$ cat config.mk
export PLATFORM = sky130hd
export DESIGN_NAME = cptr_timing_regs
export DESIGN_NICKNAME = d
export VERILOG_FILES = /design/src/cptr_pkg.sv /design/src/cptr_auto_table.sv /design/src/cptr_lane_seq.sv /design/src/cptr_timing_regs.sv
export VERILOG_INCLUDE_DIRS = /design/src
export SDC_FILE = /design/constraint.sdc
export NUM_CORES = 1
export LEC_CHECK = 0
export ABC_CLOCK_PERIOD_IN_PS = 3950
export BUFFER_PORTS_ARGS = -buffer_cell sky130_fd_sc_hd__buf_2
export CAP_MARGIN = 20
export CORE_ASPECT_RATIO = 0.7
export CORE_UTILIZATION = 45
export CTS_BUF_LIST = sky130_fd_sc_hd__clkbuf_16
export DETAILED_ROUTE_END_ITERATION = 6
export PLACE_DENSITY = 0.67
export SLEW_MARGIN = 20
export SYNTH_ARGS = -nofsm -noshare
export SYNTH_HDL_FRONTEND = slang
export SYNTH_SLANG_ARGS = --single-unit
$ cat constraint.sdc
create_clock -name core_clk -period 3.95 [get_ports core_clk]
set_clock_uncertainty 0.1 [all_clocks]
set_input_delay 0.5925 -clock core_clk [delete_from_list [all_inputs] [get_ports core_clk]]
set_output_delay 0.5925 -clock core_clk [all_outputs]
set_load 0.02 [all_outputs]
$ cat src/cptr_consts.svh
// offsets, field positions, reset values and timing counts of the bank
//----------------------------------------------------------------------
//----------------------------------------------------------------------
`ifndef CPTR_CONSTS_SVH
`define CPTR_CONSTS_SVH

// register indices as printed; byte address is four times the index
`define CPTR_IDX_CLK_PREP 8'h40
`define CPTR_IDX_CLK_ZERO 8'h41
`define CPTR_IDX_CLK_TRAIL 8'h42
`define CPTR_IDX_CLK_POST 8'h43
`define CPTR_IDX_DATA_PREP 8'h44
`define CPTR_IDX_RATE_CTRL 8'h48
`define CPTR_IDX_LINK_STAT 8'h49

// field positions inside a timing register
`define CPTR_OV_BIT 7
`define CPTR_VAL_MSB 6

// value-field reset values, taken at the 800 Mbps lane rate
`define CPTR_RST_CLK_PREP 7'h05
`define CPTR_RST_CLK_ZERO 7'h1B
`define CPTR_RST_CLK_TRAIL 7'h0B
`define CPTR_RST_CLK_POST 7'h0A
`define CPTR_RST_DATA_PREP 7'h06

// rate scale in quarters of the 800 Mbps figure
`define CPTR_SCALE_400 4'h2
`define CPTR_SCALE_800 4'h4
`define CPTR_SCALE_1200 4'h6
`define CPTR_SCALE_1500 4'h8
`define CPTR_SCALE_1600 4'h8

// answer codes of the register bus
`define CPTR_RESP_OKAY 2'h0
`define CPTR_RESP_DECERR 2'h3

`endif

$ cat src/cptr_pkg.sv
// types shared by the timing-override register bank
package cptr_pkg;

   // selectable lane rates
   typedef enum logic [2:0] {
      CPTR_RATE_400 = 3'b000,
      CPTR_RATE_800 = 3'b001,
      CPTR_RATE_1200 = 3'b010,
      CPTR_RATE_1500 = 3'b011,
      CPTR_RATE_1600 = 3'b100
   } cptr_rate_e;

   // transmitter lane states of one low-power to high-speed cycle
   typedef enum logic [2:0] {
      CPTR_LANE_LP = 3'b000,
      CPTR_LANE_CLK_PREP = 3'b001,
      CPTR_LANE_CLK_ZERO = 3'b010,
      CPTR_LANE_DATA_PREP = 3'b011,
      CPTR_LANE_HS = 3'b100,
      CPTR_LANE_CLK_POST = 3'b101,
      CPTR_LANE_CLK_TRAIL = 3'b110
   } cptr_lane_e;

   // one 7-bit timing value
   typedef logic [6:0] cptr_val_t;

endpackage

$ cat src/cptr_auto_table.sv
// automatic timing values derived from the selected lane rate
`timescale 1ns/1ps
`include "cptr_consts.svh"

module cptr_auto_table (
   // clock and reset
   input wire logic core_clk,
   input wire logic srst,
   // rate selection
   input wire cptr_pkg::cptr_rate_e rateSel,
   // automatic values, registered
   output cptr_pkg::cptr_val_t autoClkPrep,
   output cptr_pkg::cptr_val_t autoClkZero,
   output cptr_pkg::cptr_val_t autoClkTrail,
   output cptr_pkg::cptr_val_t autoClkPost,
   output cptr_pkg::cptr_val_t autoDataPrep
);

   // scale an 800 Mbps figure by quarters, rounding up, saturating
   function automatic cptr_pkg::cptr_val_t scaleVal(
      input logic [6:0] base,
      input logic [3:0] quarters
   );
      logic [11:0] prod;
      prod = 12'({5'h00, base} * {8'h00, quarters}) + 12'h003;
      if (prod[11:2] > 10'h07F) begin
         scaleVal = 7'h7F;
      end else begin
         scaleVal = prod[8:2];
      end
   endfunction

   // scale factor of the selected rate
   logic [3:0] scale;
   always_comb begin
      case (rateSel)
         cptr_pkg::CPTR_RATE_400: scale = `CPTR_SCALE_400;
         cptr_pkg::CPTR_RATE_800: scale = `CPTR_SCALE_800;
         cptr_pkg::CPTR_RATE_1200: scale = `CPTR_SCALE_1200;
         cptr_pkg::CPTR_RATE_1500: scale = `CPTR_SCALE_1500;
         cptr_pkg::CPTR_RATE_1600: scale = `CPTR_SCALE_1600;
         default: scale = `CPTR_SCALE_800;
      endcase
   end

   // values follow the rate; reset values are the 800 Mbps ones
   always_ff @(posedge core_clk) begin
      if (srst) begin
         autoClkPrep <= `CPTR_RST_CLK_PREP;
         autoClkZero <= `CPTR_RST_CLK_ZERO;
         autoClkTrail <= `CPTR_RST_CLK_TRAIL;
         autoClkPost <= `CPTR_RST_CLK_POST;
         autoDataPrep <= `CPTR_RST_DATA_PREP;
      end else begin
         autoClkPrep <= scaleVal(`CPTR_RST_CLK_PREP, scale);
         autoClkZero <= scaleVal(`CPTR_RST_CLK_ZERO, scale);
         autoClkTrail <= scaleVal(`CPTR_RST_CLK_TRAIL, scale);
         autoClkPost <= scaleVal(`CPTR_RST_CLK_POST, scale);
         autoDataPrep <= scaleVal(`CPTR_RST_DATA_PREP, scale);
      end
   end

endmodule

$ cat src/cptr_lane_seq.sv
// lane sequencer timing the prepare, zero, post and trail states by the effective values; LP and HS follow hsReq
`timescale 1ns/1ps
`include "cptr_consts.svh"

module cptr_lane_seq (
   // clock and reset
   input wire logic core_clk,
   input wire logic srst,
   // high-speed burst request, level
   input wire logic hsReq,
   // effective durations in byte-clock cycles
   input wire cptr_pkg::cptr_val_t durClkPrep,
   input wire cptr_pkg::cptr_val_t durClkZero,
   input wire cptr_pkg::cptr_val_t durClkTrail,
   input wire cptr_pkg::cptr_val_t durClkPost,
   input wire cptr_pkg::cptr_val_t durDataPrep,
   // lane state, registered
   output cptr_pkg::cptr_lane_e laneState,
   output logic hsActive
);

   // cycles left in the current state
   logic [6:0] cnt_r;
   cptr_pkg::cptr_lane_e stateNxt;
   logic [6:0] durNxt;
   wire logic done = (cnt_r <= 7'h01);

   // a zero duration still lasts one cycle
   function automatic logic [6:0] atLeastOne(input logic [6:0] v);
      atLeastOne = (v == 7'h00) ? 7'h01 : v;
   endfunction

   // next state and its duration
   always_comb begin
      stateNxt = laneState;
      durNxt = cnt_r - 7'h01;
      case (laneState)
         cptr_pkg::CPTR_LANE_LP: begin
            durNxt = 7'h00;
            if (hsReq) begin
               stateNxt = cptr_pkg::CPTR_LANE_CLK_PREP;
               durNxt = atLeastOne(durClkPrep);
            end
         end
         cptr_pkg::CPTR_LANE_CLK_PREP: if (done) begin
            stateNxt = cptr_pkg::CPTR_LANE_CLK_ZERO;
            durNxt = atLeastOne(durClkZero);
         end
         cptr_pkg::CPTR_LANE_CLK_ZERO: if (done) begin
            stateNxt = cptr_pkg::CPTR_LANE_DATA_PREP;
            durNxt = atLeastOne(durDataPrep);
         end
         cptr_pkg::CPTR_LANE_DATA_PREP: if (done) begin
            stateNxt = cptr_pkg::CPTR_LANE_HS;
            durNxt = 7'h00;
         end
         cptr_pkg::CPTR_LANE_HS: begin
            durNxt = 7'h00;
            if (!hsReq) begin
               stateNxt = cptr_pkg::CPTR_LANE_CLK_POST;
               durNxt = atLeastOne(durClkPost);
            end
         end
         cptr_pkg::CPTR_LANE_CLK_POST: if (done) begin
            stateNxt = cptr_pkg::CPTR_LANE_CLK_TRAIL;
            durNxt = atLeastOne(durClkTrail);
         end
         cptr_pkg::CPTR_LANE_CLK_TRAIL: if (done) begin
            stateNxt = cptr_pkg::CPTR_LANE_LP;
            durNxt = 7'h00;
         end
         default: begin
            stateNxt = cptr_pkg::CPTR_LANE_LP;
            durNxt = 7'h00;
         end
      endcase
   end

   // state, counter and burst flag
   always_ff @(posedge core_clk) begin
      if (srst) begin
         laneState <= cptr_pkg::CPTR_LANE_LP;
         cnt_r <= 7'h00;
         hsActive <= 1'b0;
      end else begin
         laneState <= stateNxt;
         cnt_r <= durNxt;
         hsActive <= (stateNxt == cptr_pkg::CPTR_LANE_HS);
      end
   end

endmodule

$ cat src/cptr_timing_regs.sv
// timing-override register bank with its AXI4-Lite slave
//
// The implementer's own choice: the AXI4-Lite register port.
`timescale 1ns/1ps
`include "cptr_consts.svh"

module cptr_timing_regs #(
   parameter int ADDR_W = 12
) (
   // clock and reset
   input wire logic core_clk,
   input wire logic srst,
   // write address channel
   input wire logic [ADDR_W-1:0] s_axi_awaddr,
   input wire logic [2:0] s_axi_awprot,
   input wire logic s_axi_awvalid,
   output logic s_axi_awready,
   // write data channel
   input wire logic [31:0] s_axi_wdata,
   input wire logic [3:0] s_axi_wstrb,
   input wire logic s_axi_wvalid,
   output logic s_axi_wready,
   // write response channel
   output logic [1:0] s_axi_bresp,
   output logic s_axi_bvalid,
   input wire logic s_axi_bready,
   // read address channel
   input wire logic [ADDR_W-1:0] s_axi_araddr,
   input wire logic [2:0] s_axi_arprot,
   input wire logic s_axi_arvalid,
   output logic s_axi_arready,
   // read data channel
   output logic [31:0] s_axi_rdata,
   output logic [1:0] s_axi_rresp,
   output logic s_axi_rvalid,
   input wire logic s_axi_rready,
   // burst request from the packet path
   input wire logic hsReq,
   // effective timing values, registered
   output cptr_pkg::cptr_val_t effClkPrep,
   output cptr_pkg::cptr_val_t effClkZero,
   output cptr_pkg::cptr_val_t effClkTrail,
   output cptr_pkg::cptr_val_t effClkPost,
   output cptr_pkg::cptr_val_t effDataPrep,
   // transmitter lane state
   output cptr_pkg::cptr_lane_e laneState,
   output logic hsActive
);

   //-------------------------------------------------------------------
   // decode helpers
   //-------------------------------------------------------------------

   // index of a word address; upper bits must be zero to hit
   function automatic logic [8:0] wordIdx(input logic [ADDR_W-1:0] a);
      logic [ADDR_W-1:0] w;
      w = a >> 2;
      wordIdx = {(w > ADDR_W'(8'hFF)), w[7:0]};
   endfunction

   // one-hot hit vector: 0..4 timing, 5 rate control, 6 status
   function automatic logic [6:0] hitVec(input logic [8:0] idx);
      hitVec = 7'h00;
      if (!idx[8]) begin
         hitVec[0] = (idx[7:0] == `CPTR_IDX_CLK_PREP);
         hitVec[1] = (idx[7:0] == `CPTR_IDX_CLK_ZERO);
         hitVec[2] = (idx[7:0] == `CPTR_IDX_CLK_TRAIL);
         hitVec[3] = (idx[7:0] == `CPTR_IDX_CLK_POST);
         hitVec[4] = (idx[7:0] == `CPTR_IDX_DATA_PREP);
         hitVec[5] = (idx[7:0] == `CPTR_IDX_RATE_CTRL);
         hitVec[6] = (idx[7:0] == `CPTR_IDX_LINK_STAT);
      end
   endfunction

   // a rate code is valid only for the five listed rates
   function automatic logic rateOk(input logic [2:0] code);
      rateOk = (code <= 3'h4);
   endfunction

   // value in force: written value under override, else automatic
   function automatic cptr_pkg::cptr_val_t pickVal(
      input logic ov,
      input cptr_pkg::cptr_val_t sw,
      input cptr_pkg::cptr_val_t au
   );
      pickVal = ov ? sw : au;
   endfunction

   //-------------------------------------------------------------------
   // register state
   //-------------------------------------------------------------------

   // override bits, one per timing register
   logic [4:0] ov_r;
   // software values, used while the override bit is set
   cptr_pkg::cptr_val_t swVal_r [5];
   // selected lane rate
   cptr_pkg::cptr_rate_e rate_r;
   // automatic values from the rate table
   cptr_pkg::cptr_val_t autoVal [5];
   // effective values, one per timing register
   cptr_pkg::cptr_val_t effVal [5];

   // write-side holding registers
   logic awHeld_r;
   logic wHeld_r;
   logic [ADDR_W-1:0] awAddr_r;
   logic [7:0] wByte_r;
   logic wLane0_r;

   //-------------------------------------------------------------------
   // write channel
   //-------------------------------------------------------------------

   // handshakes on each channel
   wire logic awFire = s_axi_awvalid & s_axi_awready;
   wire logic wFire = s_axi_wvalid & s_axi_wready;
   wire logic bFire = s_axi_bvalid & s_axi_bready;
   // address and data both present, no answer pending
   wire logic wrGo = awHeld_r & wHeld_r & ~s_axi_bvalid;
   // decoded write target
   wire logic [6:0] wrHit = hitVec(wordIdx(awAddr_r));
   // writable targets; status is read-only but still answers OKAY
   wire logic wrMapped = |wrHit;
   // a write that really changes state
   wire logic wrDo = wrGo & wLane0_r;
   // override bit carried by the written byte
   wire logic wrOv = wByte_r[`CPTR_OV_BIT];
   // value field carried by the written byte
   wire cptr_pkg::cptr_val_t wrVal = wByte_r[`CPTR_VAL_MSB:0];

   // accept address and data in either order, one write at a time
   always_ff @(posedge core_clk) begin
      if (srst) begin
         awHeld_r <= 1'b0;
         wHeld_r <= 1'b0;
         awAddr_r <= '0;
         wByte_r <= 8'h00;
         wLane0_r <= 1'b0;
      end else begin
         if (awFire) begin
            awHeld_r <= 1'b1;
            awAddr_r <= s_axi_awaddr;
         end else if (wrGo) begin
            awHeld_r <= 1'b0;
         end
         if (wFire) begin
            wHeld_r <= 1'b1;
            wByte_r <= s_axi_wdata[7:0];
            wLane0_r <= s_axi_wstrb[0];
         end else if (wrGo) begin
            wHeld_r <= 1'b0;
         end
      end
   end

   // ready flags re-open once the answer has been taken
   always_ff @(posedge core_clk) begin
      if (srst) begin
         s_axi_awready <= 1'b0;
         s_axi_wready <= 1'b0;
      end else begin
         if (awFire) begin
            s_axi_awready <= 1'b0;
         end else if (!awHeld_r && !s_axi_bvalid) begin
            s_axi_awready <= 1'b1;
         end
         if (wFire) begin
            s_axi_wready <= 1'b0;
         end else if (!wHeld_r && !s_axi_bvalid) begin
            s_axi_wready <= 1'b1;
         end
      end
   end

   // write answer, unmapped addresses get a decode error
   always_ff @(posedge core_clk) begin
      if (srst) begin
         s_axi_bvalid <= 1'b0;
         s_axi_bresp <= `CPTR_RESP_OKAY;
      end else if (wrGo) begin
         // both halves held: answer now
         s_axi_bvalid <= 1'b1;
         s_axi_bresp <= wrMapped ? `CPTR_RESP_OKAY : `CPTR_RESP_DECERR;
      end else if (bFire) begin
         // answer taken by the master
         s_axi_bvalid <= 1'b0;
      end
   end

   //-------------------------------------------------------------------
   // timing registers
   //-------------------------------------------------------------------

   // override bits are always writable; the value field is taken only
   // when the byte written leaves the override bit set
   genvar gi;
   generate
      for (gi = 0; gi < 5; gi++) begin : g_tim
         always_ff @(posedge core_clk) begin
            if (srst) begin
               ov_r[gi] <= 1'b0;
               swVal_r[gi] <= 7'h00;
            end else if (wrDo && wrHit[gi]) begin
               ov_r[gi] <= wrOv;
               if (wrOv) begin
                  swVal_r[gi] <= wrVal;
               end
            end
         end
      end
   endgenerate

   // rate control; codes outside the table are ignored
   always_ff @(posedge core_clk) begin
      if (srst) begin
         rate_r <= cptr_pkg::CPTR_RATE_800;
      end else if (wrDo && wrHit[5] && rateOk(wByte_r[2:0])) begin
         rate_r <= cptr_pkg::cptr_rate_e'(wByte_r[2:0]);
      end
   end

   //-------------------------------------------------------------------
   // automatic values and selection
   //-------------------------------------------------------------------

   // rate table
   cptr_auto_table u_auto (
      .core_clk (core_clk),
      .srst (srst),
      .rateSel (rate_r),
      .autoClkPrep (autoVal[0]),
      .autoClkZero (autoVal[1]),
      .autoClkTrail (autoVal[2]),
      .autoClkPost (autoVal[3]),
      .autoDataPrep (autoVal[4])
   );

   // pick software value or automatic value per register
   assign effVal[0] = pickVal(ov_r[0], swVal_r[0], autoVal[0]);
   assign effVal[1] = pickVal(ov_r[1], swVal_r[1], autoVal[1]);
   assign effVal[2] = pickVal(ov_r[2], swVal_r[2], autoVal[2]);
   assign effVal[3] = pickVal(ov_r[3], swVal_r[3], autoVal[3]);
   assign effVal[4] = pickVal(ov_r[4], swVal_r[4], autoVal[4]);

   // effective values to the transmitter, registered
   always_ff @(posedge core_clk) begin
      if (srst) begin
         effClkPrep <= `CPTR_RST_CLK_PREP;
         effClkZero <= `CPTR_RST_CLK_ZERO;
         effClkTrail <= `CPTR_RST_CLK_TRAIL;
         effClkPost <= `CPTR_RST_CLK_POST;
         effDataPrep <= `CPTR_RST_DATA_PREP;
      end else begin
         effClkPrep <= effVal[0];
         effClkZero <= effVal[1];
         effClkTrail <= effVal[2];
         effClkPost <= effVal[3];
         effDataPrep <= effVal[4];
      end
   end

   //-------------------------------------------------------------------
   // lane sequencer
   //-------------------------------------------------------------------

   // runs the low-power to high-speed states on the effective values
   cptr_lane_seq u_seq (
      .core_clk (core_clk),
      .srst (srst),
      .hsReq (hsReq),
      .durClkPrep (effClkPrep),
      .durClkZero (effClkZero),
      .durClkTrail (effClkTrail),
      .durClkPost (effClkPost),
      .durDataPrep (effDataPrep),
      .laneState (laneState),
      .hsActive (hsActive)
   );

   //-------------------------------------------------------------------
   // read channel
   //-------------------------------------------------------------------

   // read handshakes
   wire logic arFire = s_axi_arvalid & s_axi_arready;
   wire logic rFire = s_axi_rvalid & s_axi_rready;
   // decoded read target
   wire logic [6:0] rdHit = hitVec(wordIdx(s_axi_araddr));
   // read word of a timing register: override bit over chosen value
   logic [7:0] rdTim;
   // whole read word
   logic [31:0] rdWord;

   // timing registers read back the value in force
   always_comb begin
      rdTim = 8'h00;
      for (int i = 0; i < 5; i++) begin
         if (rdHit[i]) begin
            rdTim = {ov_r[i], effVal[i]};
         end
      end
   end

   // select among timing, control and status words
   always_comb begin
      rdWord = 32'h0000_0000;
      if (|rdHit[4:0]) begin
         rdWord = {24'h00_0000, rdTim};
      end else if (rdHit[5]) begin
         rdWord = {29'h0000_0000, rate_r};
      end else if (rdHit[6]) begin
         rdWord = {28'h000_0000, hsActive, laneState};
      end
   end

   // one read at a time; address ready reopens after data taken
   always_ff @(posedge core_clk) begin
      if (srst) begin
         s_axi_arready <= 1'b0;
         s_axi_rvalid <= 1'b0;
         s_axi_rdata <= 32'h0000_0000;
         s_axi_rresp <= `CPTR_RESP_OKAY;
      end else begin
         if (arFire) begin
            // address taken: answer stands until taken
            s_axi_arready <= 1'b0;
            s_axi_rvalid <= 1'b1;
            s_axi_rdata <= rdWord;
            s_axi_rresp <= (|rdHit) ? `CPTR_RESP_OKAY : `CPTR_RESP_DECERR;
         end else begin
            if (rFire) begin
               // data taken by the master
               s_axi_rvalid <= 1'b0;
            end
            if (!s_axi_rvalid || rFire) begin
               s_axi_arready <= 1'b1;
            end
         end
      end
   end

endmodule

==> summary.md <==
| Metric | Value |
|---|---|
| Status | `complete, no violations` |
| Area of the die | `15900 sq um` |
| Minimum clock period | `3.04 ns` |
| Post-synthesis adder-cell area fraction | `0.0279` |
| Total CTS buffers | `17` |
| Std-Cell Rows | `37` |
| Initial DRC Count | `464` |
| Met3 wire len | `1290 microns` |
| P_leak | `0.00324 uW` |
| Crit Reg-Reg Startpoint | `rate_r[2]` |
| DR WL/cell | `17.6 microns` |
| Maxcap violations | `0` |
| Synth Instances | `709` |
| Asr flop ratio synth | `0` |
| WHS | `0.305 ns` |
| Number of synthesized flops with an enable pin | `35` |
| Post-route cell area | `7960 sq um` |
| DP HPWL | `13200 microns` |
| Area grow syn2layout | `15.2%` |
| Die height | `106 microns` |
| CTS max path bufs | `2` |
| Power Density | `507 nW/um^2` |
| Register area share after synthesis | `0.488` |
| Fin Setup TNS | `0 ns` |
| Final Hold Vio Count | `0` |
| I/O Buffers | `92` |
| Share of layout cells above drive strength 1 | `0.190` |
| Via density | `5.44` |
| CORE AREA | `14900 sq um` |
| Fmax | `329 MHz` |
| First-pass GRT wire length | `26800 microns` |
| Main combinational cell family by area after synthesis | `simple AND/OR/NAND/NOR gates` |
| Hold Buf Count CTS | `0` |
| I/O pins | `154` |
| Post-DP Area | `7380 sq um` |
| WL met1 | `8500 microns` |
| Cell area after synthesis | `6910 sq um` |
| Mux contribution to synthesized area | `0.0903` |
| FF-to-FF End | `u_auto.autoClkTrail[4]` |
| Antenna diodes | `0` |
| H-tree Lvls | `4` |
| CP Data Required Time | `4.15 ns` |
| Avg Inst Size Synth | `9.75 sq um` |
| CP arrival | `3.25 ns` |
| Setup ws final | `0.909 ns` |
| Top FF cell, synth | `dfxtp_1` |
| Metal2 WL | `7460 microns` |
| Chip width | `150 microns` |
| Crit path launch | `rate_r[2]` |
| Switching part of the total | `0.286` |
| DR vias | `5381` |
| Simple-gate share of the synthesized area | `0.213` |
| Final core utilization | `0.536` |
| Critical path endpoint category | `flop` |
| Fin crit share | `0.770` |
| Last weighted congestion value of the routability-driven placer | `0.867` |
| Clock share of power | `0.391` |
| Critical path peak fanout | `9` |
| P_sw | `1150 uW` |
| Gr usage total | `0.228` |
| Synthesis Warnings | `0` |
| Hold Crit Depth | `3` |
| #FFs+latches synth | `151` |
| DRT Wirelength | `17500 microns` |
| Number of post-CTS setup repair buffers | `0` |
| Clk sinks | `151` |
| Initial core utilization | `0.465` |
| Pint | `2880 uW` |
| Initial antenna violation count | `0` |
| Slew @ Worst Pin | `0.935 ns` |
| Drt pass-1 iters | `5` |
| Area share of xor/xnor cells in the synthesized design | `0.0127` |
| Largest net degree at the start of global routing | `45` |
| Max layer used | `met4` |
| Internal reg-to-reg setup slack | `0.91 ns` |
| Hold EP | `awAddr_r[4]` |
| Synth cell types | `65` |
| Complex-gate fraction of the synthesized area | `0.108` |
| CTS tree | `done` |
| Worst Hold Launch | `s_axi_awaddr[4]` |
| Slew Viols, Final | `0` |
| Peak VDD IR | `0.345 mV` |
| Final setup violation count | `0` |
| Sequential power share | `0.439` |
| CTS clk-pin slew, worst paths | `0.06 ns` |
| GRT Residual Overflow | `0` |
| Final ANT Viol Nets | `0` |
| RSZ-0062 raised after global routing | `false` |
| Final net count | `869` |
| Worst Reg2Reg Path Length in Cells | `9` |
| Drc violations | `0` |
| CP Launch Type | `flop` |
| Worst min-delay path class | `primary input to flop` |
| WS Path Type | `flop to flop` |
| Vias in the first global route | `4875` |
| Clock Latency Late Sink | `0.42 ns` |
| Post-cts sizing count | `0` |
| Root buffer cell | `clkbuf_16` |
| Pre-CTS WS | `0.957 ns` |
| Worst rel slew slack | `0.376` |
| Comb power frac | `0.171` |
==> placed cells by master (no fill, tap or decap), types with 4 or more instances in the layout <==
cell type / Yosys / final
inv_1: 16 / 17
ha_1: 13 / 13
a22o_1: 6 / 6
a21o_1: 4 / 4
o21ai_0: 21 / 21
a222oi_1: 4 / 4
mux4_2: 8 / 8
nand3_1: 10 / 10
a21oi_1: 43 / 43
nor4_1: 5 / 5
nor2_1: 64 / 64
or2_2: 9 / 9
clkbuf_16: 0 / 18
mux2i_1: 41 / 41
buf_2: 7 / 92
nand2_1: 68 / 68
xnor2_1: 4 / 4
o21bai_1: 6 / 6
and3_1: 12 / 12
and2_1: 36 / 36
nand4b_1: 4 / 4
conb_1: 1 / 26
edfxtp_1: 35 / 35
or4_1: 6 / 6
nand2b_1: 22 / 22
nor3_1: 14 / 14
and3b_1: 4 / 4
dfxtp_1: 116 / 116
xor2_1: 6 / 6
nor2b_1: 12 / 12
==> state kept, by name, indices dropped and copies added (netlist names), 3 cells and up <==
signal               flops
effDataPrep              7
u_auto.autoClkPost       6
u_auto.autoClkTrail      6
u_seq.laneState          3
u_auto.autoDataPrep      4
awAddr_r                10
swVal_r                 35
u_seq.cnt_r              7
s_axi_rdata              8
effClkTrail              7
wByte_r                  8
effClkZero               7
u_auto.autoClkZero       7
u_auto.autoClkPrep       3
effClkPost               7
ov_r                     5
effClkPrep               7
rate_r                   3
==> power by group through the flow <==
stage / Clock, uW / Combinational, uW / Sequential, uW
floorplan: 0 / 552 / 1770
global placement: 0 / 654 / 1790
detailed placement: 0 / 672 / 1800
CTS: 1600 / 676 / 1770
global route: 1660 / 766 / 1780
finish: 1580 / 688 / 1770
==> routing by layer <==
layer	vias to the layer above	GRT usage
li1	2574	-
met1	2577	0.336
met2	204	0.324
met3	26	0.0589
met4	0	0.0700
met5	-	0
==> how the worst max path moves through the flow <==
stage / cells past startpoint / end / slack, ns
after CTS: 9 / u_auto.autoClkTrail[4] / 0.93
final: 9 / u_auto.autoClkTrail[4] / 0.91
after global placement: 9 / u_auto.autoClkTrail[4] / 1.06
after detailed placement: 9 / u_auto.autoClkTrail[4] / 0.96
after global routing: 9 / u_auto.autoClkTrail[4] / 0.73
after floorplan: 11 / u_auto.autoClkZero[3] / 1.20
==> synthesized netlist by cell type, types with 4 or more instances <==
master,n,area (sq um)
dfxtp_1,116,2320
nand2_1,68,255
nor2_1,64,240
a21oi_1,43,215
mux2i_1,41,410
and2_1,36,225
edfxtp_1,35,1050
clkbuf_1,32,120
buf_4,26,195
nand2b_1,22,138
o21ai_0,21,105
inv_1,16,60.1
nor3_1,14,70.1
ha_1,13,163
and3_1,12,75.1
nor2b_1,12,75.1
nand3_1,10,50.1
or2_2,9,56.3
mux4_2,8,180
buf_2,7,35.0
a22o_1,6,52.6
o21bai_1,6,45.0
or4_1,6,45.0
xor2_1,6,52.6
nor4_1,5,31.3
a21o_1,4,30.0
a222oi_1,4,40.0
and3b_1,4,35.0
nand4b_1,4,35.0
xnor2_1,4,35.0
==> worst max-delay path, stage by stage, from the launching register on <==
cell and delay (ns):
dfxtp_1 0.50, nor2b_1 0.13, a21oi_1 0.48, ha_1 0.33, ha_1 0.37, ha_1 0.24
a21o_1 0.22, maj3_1 0.37, xnor2_1 0.14, nor2_1 0.05
==> through the flow <==
| stage | cells | power, uW |
|---|---|---|
| floorplan | 734 | 2320 |
| global placement | 958 | 2450 |
| detailed placement | 958 | 2470 |
| CTS | 990 | 4040 |
| global route | 990 | 4200 |
| finish | 990 | 4030 |
==> final cells by class <==
cell class,instances,area (sq um)
inverters,16,60.1
clock inverters,14,131
flip-flops and latches,151,3370
fillers,1338,6900
clock buffers,18,450
repair buffers,95,483
multi-input cells,501,3220
well taps,195,244
==> cells by family after synthesis <==
group	Yosys count
simple gates	281
flops	151
compound gates	116
buf+inv	82
mux	52
fa+ha+maj	16
xor+xnor	10
other cells	1
Power figures use the tool's default switching activity.
